==> src/rtl/dvhdr_map.svh <==
// dvhdr_map.svh: offsets, field positions, reset values and timing counts
// assumes: included by bare name from the register bank and its helpers
`ifndef DVHDR_MAP_SVH
`define DVHDR_MAP_SVH
// register offsets on the control port
`define DVHDR_LEFT_GAIN_OFS 8'h41
`define DVHDR_RIGHT_GAIN_OFS 8'h42
`define DVHDR_JACK_OFS 8'h43
`define DVHDR_COMP1_OFS 8'h44
// reset values
`define DVHDR_GAIN_RST 8'h00
`define DVHDR_JACK_RST 8'h00
`define DVHDR_COMP1_RST 8'h0F
// writable bits of the jack register, status bits masked out
`define DVHDR_JACK_WR_MASK 8'h9F
// field positions
`define DVHDR_JACK_EN_BIT 7
`define DVHDR_JACK_DB_LSB 2
`define DVHDR_COMP_LEFT_BIT 6
`define DVHDR_COMP_RIGHT_BIT 5
`define DVHDR_COMP_THR_LSB 2
// gain code limits, half-decibel units
`define DVHDR_GAIN_MAX 8'h30
`define DVHDR_GAIN_RSV 8'h80
`define DVHDR_GAIN_MIN 8'h81
// compressor threshold step in dB
`define DVHDR_THR_STEP_DB 5'h03
// debounce timing
`define DVHDR_REF_HZ 1000000
`define DVHDR_MS_PER_S 1000
`define DVHDR_REF_PER_MS (`DVHDR_REF_HZ / `DVHDR_MS_PER_S)
`define DVHDR_JACK_DB_MAX 3'h5
`define DVHDR_SAMPLES 8
`endif

==> src/rtl/dvhdr_pkg.sv <==
// dvhdr_pkg: types shared by the register bank and its helpers
// assumes: nothing; holds types only
package dvhdr_pkg;
    typedef logic signed [7:0] dvhdr_gain_type;
    // headset status codes
    typedef enum logic [1:0] {
        JACK_NONE = 2'h0,
        JACK_NO_MIC = 2'h1,
        JACK_RSV = 2'h2,
        JACK_MIC = 2'h3
    } dvhdr_jack_type;
    // volume soft-step modes
    typedef enum logic [1:0] {
        STEP_EVERY = 2'h0,
        STEP_EVERY_TWO = 2'h1,
        STEP_OFF = 2'h2,
        STEP_RSV = 2'h3
    } dvhdr_step_mode_type;
endpackage

==> src/rtl/dvhdr_step_if.sv <==
// dvhdr_step_if: target and applied gain between bank and one stepper
// assumes: all signals on ref_clk
`timescale 1ns/10ps
`default_nettype none
interface dvhdr_step_if;
    logic fs_tick;
    dvhdr_pkg::dvhdr_step_mode_type step_mode;
    dvhdr_pkg::dvhdr_gain_type target;
    dvhdr_pkg::dvhdr_gain_type applied;
    modport stepper (input fs_tick, input step_mode, input target, output applied);
    modport owner (output fs_tick, output step_mode, output target, input applied);
endinterface
`default_nettype wire

==> src/rtl/dvhdr_vol_step.sv <==
// dvhdr_vol_step: walks the applied gain toward the target code
// assumes: fs_tick is a one-cycle pulse per sample on ref_clk
`timescale 1ns/10ps
`default_nettype none
module dvhdr_vol_step (
    input wire logic ref_clk, // system clock
    input wire logic rst_n, // sync reset
    dvhdr_step_if.stepper sif // target in, applied out
);
    typedef struct packed {
        logic signed [7:0] applied;
        logic skip;
    } dvhdr_step_state_type;
    dvhdr_step_state_type cur, next_cur;
    logic due;

    always_comb begin
        next_cur = cur;
        due = sif.fs_tick && !(sif.step_mode == dvhdr_pkg::STEP_EVERY_TWO && cur.skip);
        if (sif.fs_tick) begin
            next_cur.skip = !cur.skip;
        end
        if (sif.step_mode == dvhdr_pkg::STEP_OFF) begin
            next_cur.applied = sif.target;
        // one code per step, either direction
        end else if (due && cur.applied < sif.target) begin
            next_cur.applied = cur.applied + 8'sh01;
        end else if (due && cur.applied > sif.target) begin
            next_cur.applied = cur.applied - 8'sh01;
        end
    end

    always_ff @(posedge ref_clk) begin
        if (!rst_n) begin
            cur <= '{applied: 8'sh00, skip: 1'b0};
        end else begin
            cur <= next_cur;
        end
    end
    assign sif.applied = cur.applied;
endmodule // dvhdr_vol_step
`default_nettype wire

==> src/rtl/dvhdr_debounce.sv <==
// dvhdr_debounce: accepts a level on the ninth equal sample in a row (first one captures, eight more match)
// assumes: ms_tick is a one-cycle pulse per millisecond on ref_clk
`timescale 1ns/10ps
`default_nettype none
`include "dvhdr_map.svh"
module dvhdr_debounce #(
    parameter int WIDTH = 2,
    parameter int MSW = 7
) (
    input wire logic ref_clk, // system clock
    input wire logic rst_n, // sync reset, also held while detection is off
    input wire logic ms_tick, // millisecond pulse
    input wire logic bypass, // zero debounce time
    input wire logic [MSW-1:0] sample_ms, // sample period in ms
    input wire logic [WIDTH-1:0] raw, // synchronised level
    output logic [WIDTH-1:0] stable // accepted level
);
    typedef struct packed {
        logic [MSW-1:0] ms_cnt;
        logic [2:0] same;
        logic [WIDTH-1:0] cand;
        logic [WIDTH-1:0] stable;
    } dvhdr_db_state_type;
    dvhdr_db_state_type cur, next_cur;

    always_comb begin
        next_cur = cur;
        if (bypass) begin
            next_cur.stable = raw;
            next_cur.cand = raw;
            next_cur.ms_cnt = '0;
            next_cur.same = 3'h0;
        end else if (ms_tick) begin
            next_cur.ms_cnt = cur.ms_cnt + {{(MSW-1){1'b0}}, 1'b1};
            if (next_cur.ms_cnt >= sample_ms) begin
                next_cur.ms_cnt = '0;
                if (raw != cur.cand) begin
                    next_cur.cand = raw;
                    next_cur.same = 3'h0;
                end else if (cur.same == 3'(`DVHDR_SAMPLES - 1)) begin
                    next_cur.stable = cur.cand;
                end else begin
                    next_cur.same = cur.same + 3'h1;
                end
            end
        end
    end

    always_ff @(posedge ref_clk) begin
        if (!rst_n) begin
            cur <= '0;
        end else begin
            cur <= next_cur;
        end
    end
    assign stable = cur.stable;
endmodule // dvhdr_debounce
`default_nettype wire

==> src/rtl/dvhdr_regs.sv <==
// dvhdr_regs: DAC volume, headset detection and first compressor register bank
// assumes: the control-bus slave gives one-cycle write and read strobes on ref_clk;
// ref_tick_1mhz and fs_tick are one-cycle pulses made elsewhere on ref_clk;
// jack, mic and button senses come straight from pins.
`timescale 1ns/10ps
`default_nettype none
`include "dvhdr_map.svh"
module dvhdr_regs (
    input wire logic ref_clk, // 25 MHz system clock
    input wire logic rst_n, // sync reset, active low
    input wire logic [7:0] reg_addr, // register offset
    input wire logic reg_wr, // write strobe
    input wire logic reg_rd, // read strobe
    input wire logic [7:0] reg_wdata, // write data
    output logic [7:0] reg_rdata, // read data, cycle after reg_rd
    output logic reg_rvalid, // read data valid pulse
    input wire logic ref_tick_1mhz, // 1 MHz reference pulse
    input wire logic fs_tick, // DAC word clock pulse
    input wire logic [1:0] step_mode, // volume soft-step mode
    input wire logic [1:0] volume_link, // volume linking field
    input wire logic jack_sense, // plug inserted, pin
    input wire logic mic_sense, // plug has microphone, pin
    input wire logic button_sense, // button held, pin
    output logic signed [7:0] left_gain, // applied left gain, half dB
    output logic signed [7:0] right_gain, // applied right gain, half dB
    output logic comp_left_en, // left compression active
    output logic comp_right_en, // right compression active
    output logic [4:0] comp_threshold_below_db, // threshold, dB below full scale
    output logic [1:0] comp_hysteresis_db, // hysteresis in dB
    output logic [1:0] jack_status, // debounced headset status
    output logic button_pressed, // debounced button level
    output logic jack_event, // status change pulse while detection is on
    output logic button_event // button press pulse
);
    typedef struct packed {
        logic [7:0] left;
        logic [7:0] right;
        logic [7:0] jack_ctl;
        logic [7:0] comp1;
        logic [7:0] rdata;
        logic rvalid;
        logic [2:0] sync1;
        logic [2:0] sync2;
        logic [9:0] ref_cnt;
        logic ms_tick;
        logic [1:0] status;
        logic btn;
        logic jack_ev;
        logic btn_ev;
        logic cl;
        logic cr;
        logic [4:0] thr;
        logic [1:0] hyst;
    } dvhdr_bank_state_type;
    dvhdr_bank_state_type cur, next_cur;

    dvhdr_step_if left_if ();
    dvhdr_step_if right_if ();
    logic [1:0] jack_stable;
    logic btn_stable;
    logic det_en;
    logic det_rst_n;
    logic [2:0] jack_db;
    logic [1:0] btn_db;
    logic [6:0] jack_ms;
    logic [6:0] btn_ms;
    logic comp_any;

    // keep the gain inside the legal code range even if the host errs
    // spare 0x80 folds onto the lowest code
    // bit 7 set marks a negative two's-complement code
    function automatic logic [7:0] clamp_gain(input logic [7:0] c);
        if (!c[7] && c > `DVHDR_GAIN_MAX) begin
            return `DVHDR_GAIN_MAX;
        end else if (c == `DVHDR_GAIN_RSV) begin
            return `DVHDR_GAIN_MIN;
        end
        return c;
    endfunction

    // control fields
    assign det_en = cur.jack_ctl[`DVHDR_JACK_EN_BIT];
    assign jack_db = cur.jack_ctl[`DVHDR_JACK_DB_LSB +: 3];
    assign btn_db = cur.jack_ctl[1:0];
    assign comp_any = cur.comp1[`DVHDR_COMP_LEFT_BIT] | cur.comp1[`DVHDR_COMP_RIGHT_BIT];
    // detection held in reset while off
    assign det_rst_n = rst_n & det_en;

    // sample period 2 ms doubled per code; reserved codes use the longest
    always_comb begin
        jack_ms = 7'h02 << ((jack_db > `DVHDR_JACK_DB_MAX) ? `DVHDR_JACK_DB_MAX : jack_db);
    end
    // button sample period 1, 2 or 4 ms
    assign btn_ms = 7'h01 << (btn_db - 2'h1);

    always_comb begin
        left_if.target = clamp_gain(cur.left);
        right_if.target = clamp_gain(cur.right);
        if (!comp_any && volume_link == 2'h1) begin
            left_if.target = clamp_gain(cur.right);
        end else if (!comp_any && volume_link == 2'h2) begin
            right_if.target = clamp_gain(cur.left);
        end
    end
    assign left_if.fs_tick = fs_tick;
    assign right_if.fs_tick = fs_tick;
    assign left_if.step_mode = dvhdr_pkg::dvhdr_step_mode_type'(step_mode);
    assign right_if.step_mode = dvhdr_pkg::dvhdr_step_mode_type'(step_mode);

    dvhdr_vol_step u_left_step (
        .ref_clk(ref_clk),
        .rst_n(rst_n),
        .sif(left_if.stepper)
    );
    dvhdr_vol_step u_right_step (
        .ref_clk(ref_clk),
        .rst_n(rst_n),
        .sif(right_if.stepper)
    );

    // headset debounce, raw code never forms the reserved pattern
    dvhdr_debounce #(.WIDTH(2), .MSW(7)) u_jack_db (
        .ref_clk(ref_clk),
        .rst_n(det_rst_n),
        .ms_tick(cur.ms_tick),
        .bypass(1'b0),
        .sample_ms(jack_ms),
        .raw({cur.sync2[0] & cur.sync2[1], cur.sync2[0]}),
        .stable(jack_stable)
    );
    // button debounce, code 00 passes through
    dvhdr_debounce #(.WIDTH(1), .MSW(7)) u_btn_db (
        .ref_clk(ref_clk),
        .rst_n(det_rst_n),
        .ms_tick(cur.ms_tick),
        .bypass(btn_db == 2'h0),
        .sample_ms(btn_ms),
        .raw(cur.sync2[2]),
        .stable(btn_stable)
    );

    // register writes, reads, tick and status
    always_comb begin
        next_cur = cur;
        next_cur.rvalid = reg_rd;
        next_cur.jack_ev = 1'b0;
        next_cur.btn_ev = 1'b0;
        next_cur.ms_tick = 1'b0;
        // pins pass two flops before use
        next_cur.sync1 = {button_sense, mic_sense, jack_sense};
        next_cur.sync2 = cur.sync1;
        if (ref_tick_1mhz) begin
            if (cur.ref_cnt == 10'(`DVHDR_REF_PER_MS - 1)) begin
                next_cur.ref_cnt = 10'h000;
                next_cur.ms_tick = 1'b1;
            end else begin
                next_cur.ref_cnt = cur.ref_cnt + 10'h001;
            end
        end
        if (reg_wr && reg_addr == `DVHDR_LEFT_GAIN_OFS) begin
            next_cur.left = reg_wdata;
        end else if (reg_wr && reg_addr == `DVHDR_RIGHT_GAIN_OFS) begin
            next_cur.right = reg_wdata;
        end else if (reg_wr && reg_addr == `DVHDR_JACK_OFS) begin
            next_cur.jack_ctl = reg_wdata & `DVHDR_JACK_WR_MASK;
        end else if (reg_wr && reg_addr == `DVHDR_COMP1_OFS) begin
            next_cur.comp1 = reg_wdata;
        end
        if (reg_rd && reg_addr == `DVHDR_LEFT_GAIN_OFS) begin
            next_cur.rdata = cur.left;
        end else if (reg_rd && reg_addr == `DVHDR_RIGHT_GAIN_OFS) begin
            next_cur.rdata = cur.right;
        end else if (reg_rd && reg_addr == `DVHDR_JACK_OFS) begin
            next_cur.rdata = {cur.jack_ctl[7], cur.status, cur.jack_ctl[4:0]};
        end else if (reg_rd && reg_addr == `DVHDR_COMP1_OFS) begin
            next_cur.rdata = cur.comp1;
        end else if (reg_rd) begin
            next_cur.rdata = 8'h00;
        end
        next_cur.status = det_en ? jack_stable : dvhdr_pkg::JACK_NONE;
        next_cur.btn = det_en & btn_stable;
        next_cur.jack_ev = det_en && (jack_stable != cur.status);
        next_cur.btn_ev = det_en && btn_stable && !cur.btn;
        next_cur.cl = cur.comp1[`DVHDR_COMP_LEFT_BIT];
        next_cur.cr = cur.comp1[`DVHDR_COMP_RIGHT_BIT];
        // threshold in 3 dB steps from -3 dB
        next_cur.thr = 5'(`DVHDR_THR_STEP_DB * ({2'h0, cur.comp1[`DVHDR_COMP_THR_LSB +: 3]} + 5'h01));
        next_cur.hyst = cur.comp1[1:0];
    end

    // register the whole bank; reset values are the documented ones
    always_ff @(posedge ref_clk) begin
        if (!rst_n) begin
            cur <= '0;
            cur.left <= `DVHDR_GAIN_RST;
            cur.right <= `DVHDR_GAIN_RST;
            cur.jack_ctl <= `DVHDR_JACK_RST;
            cur.comp1 <= `DVHDR_COMP1_RST;
            cur.thr <= 5'h0C;
            cur.hyst <= 2'h3;
        end else begin
            cur <= next_cur;
        end
    end

    // outputs
    assign reg_rdata = cur.rdata;
    assign reg_rvalid = cur.rvalid;
    assign left_gain = left_if.applied;
    assign right_gain = right_if.applied;
    assign comp_left_en = cur.cl;
    assign comp_right_en = cur.cr;
    assign comp_threshold_below_db = cur.thr;
    assign comp_hysteresis_db = cur.hyst;
    assign jack_status = cur.status;
    assign button_pressed = cur.btn;
    assign jack_event = cur.jack_ev;
    assign button_event = cur.btn_ev;
endmodule // dvhdr_regs
`default_nettype wire

==> config.mk <==
export PLATFORM = sky130hd
export DESIGN_NAME = dvhdr_regs
export DESIGN_NICKNAME = d
export VERILOG_FILES = /design/src/rtl/dvhdr_pkg.sv /design/src/rtl/dvhdr_step_if.sv /design/src/rtl/dvhdr_vol_step.sv /design/src/rtl/dvhdr_debounce.sv /design/src/rtl/dvhdr_regs.sv
export VERILOG_INCLUDE_DIRS = /design/src /design/src/rtl
export SDC_FILE = /design/constraint.sdc
export NUM_CORES = 1
export LEC_CHECK = 0
export BUFFER_PORTS_ARGS = -buffer_cell sky130_fd_sc_hd__buf_2
export CELL_PAD_IN_SITES_DETAIL_PLACEMENT = 0
export CELL_PAD_IN_SITES_GLOBAL_PLACEMENT = 1
export CORE_MARGIN = 3
export CORE_UTILIZATION = 49
export CTS_CLUSTER_DIAMETER = 200
export DETAILED_ROUTE_END_ITERATION = 8
export PLACE_DENSITY_LB_ADDON = 0.1
export SYNTH_ARGS = -nofsm -noshare
export SYNTH_HDL_FRONTEND = slang
export SYNTH_HIERARCHICAL = 1
export SYNTH_SLANG_ARGS = --single-unit
==> constraint.sdc <==
create_clock -name ref_clk -period 12 [get_ports ref_clk]
set_input_delay 1.8 -clock ref_clk [delete_from_list [all_inputs] [get_ports ref_clk]]
set_output_delay 1.8 -clock ref_clk [all_outputs]
set_load 0.05 [all_outputs]
==> metrics <==
Post-synth top flop=dfxtp_1; Logic pwr share=0.393; Mapped Avg Cell Area=approximately 8.4 um2; WL per Instance=~16 um; Critical Path RT=roughly 12 ns; clk buf depth=2; total power=~0.0016 W; worst rel slew slack=0.351; Post-Syn Area=between 0.007 and 0.008 mm2; Period Utilization, post-route=0.462; power share of the sequential group=0.275; DR vias=slightly above 6000; drt first-iter violations=423; number of max-cap violations=0; Post-Route WL=between 15 and 20 mm; Starting Density=0.501; net switching power figure=0.000592 W; H-tree levels=4; Die X=about 130 um; Hold Fails Final Rpt=0; setup tns final=0 ns; WP data arrival=5.86 ns; fin. max-slew vios=0; clk_skew=between 0.007 and 0.008 ns; DRC violations left=0; drt pass-1 iters=5; Final min period=about 5.5 ns; Critical Setup Path Class=in -> reg; Top Ports=68; CORE AREA=0.0146 mm2; Syn. warnings=6; register area share after synthesis=0.312; CP max stage delay=0.74 ns; largest net degree at the start of global routing=90; Clock transition at path regs=around 0.060 ns; Nets=around 990; ratio of cells with drive above 1 in the final layout=0.141; Worst setup EP type=flip-flop; post-DP HPWL=approximately 13 mm; crit-path cells=buf_2 -> nor4b_1 -> nand2_1 -> o22ai_1 -> inv_1 -> ha_1 -> nand3_1 -> a21oi_1 -> nor3_1 -> o21a_1 -> inv_1 -> ha_1 -> a21oi_1 -> o22ai_1 -> o22a_1 -> o2111ai_1 -> o41ai_1 -> nor4_1; Die Ht=~130 um; Num CTS Buffers=17; leak pwr=between 3 and 4 nW; cts repair resizes=0; EDFF count, synth=0; critical-path maximum fanout=8; global-route wire length before repair=about 28 mm; row count=44; Synth-to-Final Area Change=11.3%; Worst-Margin Slew=about 0.97 ns; CTS root buffer=clkbuf_16; Die Area=~0.016 mm2; RSZ-0062 raised after global routing=no; Clk network pwr share=0.331; Power Internal=approximately 0.001 W; vias in the first global route=5906; Setup Viol. Count Final=0; total congestion overflow=0; Startpoint Class=input port; Switching Share=0.369; Slowest-stage cell, CP=nor4b_1; n_diodes=0; Mapped Cells=between 800 and 900; asr flop ratio synth=0; DR vias/cell=5.60; Port Buffers=67; fmax=roughly 0.18 GHz; #FFs+latches synth=114; gr usage total=0.214; TritonCTS clock tree=built; Peak supply drop=~0.20 mV; number of distinct library cells after synthesis=67; initial antenna violation count=0; clk sinks=about 110; Skew-Pair Late Insertion Delay=0.41 ns; GPL Wtd Cong=~0.90; run status=finished clean; cts-stage hold buffer count=0; Finished Core Util=0.558; Hold Path Class=reg -> reg; Detail Route Antenna Nets=0; setup bufs post-CTS=0; PwrDens=approximately 200 mW/mm2
state kept, by name, indices dropped and copies added (netlist names), 2 cells and up:
register and cells:
reg_rdata 8, u_right_step/sif.applied 8, u_left_step/sif.applied 8, cur 45, u_btn_db/cur 11, comp_hysteresis_db 2, comp_threshold_below_db 5, btn_db 2
jack_status 2, u_jack_db/cur 12, u_jack_db/stable 2
worst max-delay path: cells and delay by family:
kind,cells,cell delay [ns]
AND/OR/NAND/NOR,5,1.35
adder cells (fa/ha/maj),2,0.61
AO/OA/AOI/OAI,8,1.65
buffers and inverters,3,0.46
layout by cell type, fill, tap and decap left out, types with 5 or more instances in the layout:
cell type / instances
nand3b_1: 5
and3_1: 5
o21ai_1: 6
and2_1: 19
nand2b_1: 18
a211oi_1: 10
nor2b_1: 30
nand3_1: 23
nor2_1: 72
xor2_1: 18
nand4_1: 10
mux2i_1: 33
nor3_1: 14
nor3b_1: 5
o21ai_0: 33
buf_2: 67
a221oi_1: 7
a21boi_0: 10
o22ai_1: 14
nand2_1: 85
a21o_1: 5
ha_1: 55
xnor2_1: 33
inv_1: 44
clkbuf_16: 17
o21a_1: 9
a211oi_2: 5
o2bb2ai_1: 7
a31o_2: 13
dfxtp_1: 114
a21oi_1: 37
conb_1: 12
metal layers:
metal,part of all wire,vias up,track usage
li1,-,3068,-
met1,0.47,2882,0.279
met2,0.47,155,0.344
met3,0.044,30,0.0508
met4,0.020,0,0.0818
met5,0,-,0
layout make-up:
cell class,instances,area (um2)
inverters,44,165
clock buffers,20,447
fillers,1341,6450
clock inverters,12,181
flip-flops and latches,114,2280
multi-input cells,654,4490
well taps,184,230
repair buffers,68,343
synth_stat cells (14+ instances only):
master / count / area share
dfxtp_1: 114 / 0.31
nand2_1: 85 / 0.044
nor2_1: 72 / 0.037
ha_1: 55 / 0.094
inv_1: 44 / 0.023
a21oi_1: 37 / 0.025
buf_4: 36 / 0.037
mux2i_1: 33 / 0.045
o21ai_0: 33 / 0.023
xnor2_1: 33 / 0.040
nor2b_1: 30 / 0.026
clkbuf_1: 28 / 0.014
nand3_1: 23 / 0.016
and2_1: 19 / 0.016
nand2b_1: 18 / 0.015
xor2_1: 18 / 0.022
nor3_1: 14 / 0.0096
o22ai_1: 14 / 0.012
cell families after synthesis:
group                      Yosys count  synth area share
xor gates and xnor gates            51            0.0611
AOI/OAI and AO/OA                  185             0.174
other                                1          0.000513
DFF                                114             0.312
muxes                               33            0.0452
adders and majority gates           58             0.102
and+or+nand+nor                    315             0.226
buffers and inverters              114            0.0797
metrics by stage:
step	worst slack [ns]	cell area [um2]	cells	hold slack [ns]
CTS	6.60	8140	1096	0.428
floorplan	6.90	7360	882	0.412
global route	6.04	8140	1096	0.445
global placement	6.30	7510	1064	0.398
finish	6.45	8140	1096	0.416
detailed placement	6.20	7510	1064	0.420
power groups by stage:
stage	sequential [W]	clock (W)	combinational [W]
finish	0.000442	0.000532	0.000631
global route	0.000446	0.000560	0.000692
CTS	0.000442	0.000546	0.000628
detailed placement	0.000450	0	0.000624
floorplan	0.000435	0	0.000542
global placement	0.000449	0	0.000601
path summary, 6_finish.rpt:
path                                           startpoint                                       end  slack [ns]  cells past startpoint
worst max-delay path                       volume_link[0]  u_right_step/sif.applied[7]$_SDFFE_PN0P_        6.45                     18
worst max register to register       cur[65]$_SDFFE_PN0P_  u_right_step/sif.applied[7]$_SDFFE_PN0P_        7.38                     18
worst min-delay path            button_pressed$_SDFF_PN0_                   button_event$_SDFF_PN0_        0.42                      1
worst min register to register  button_pressed$_SDFF_PN0_                   button_event$_SDFF_PN0_        0.42                      1
No activity file was read; power rests on OpenSTA's default activity.
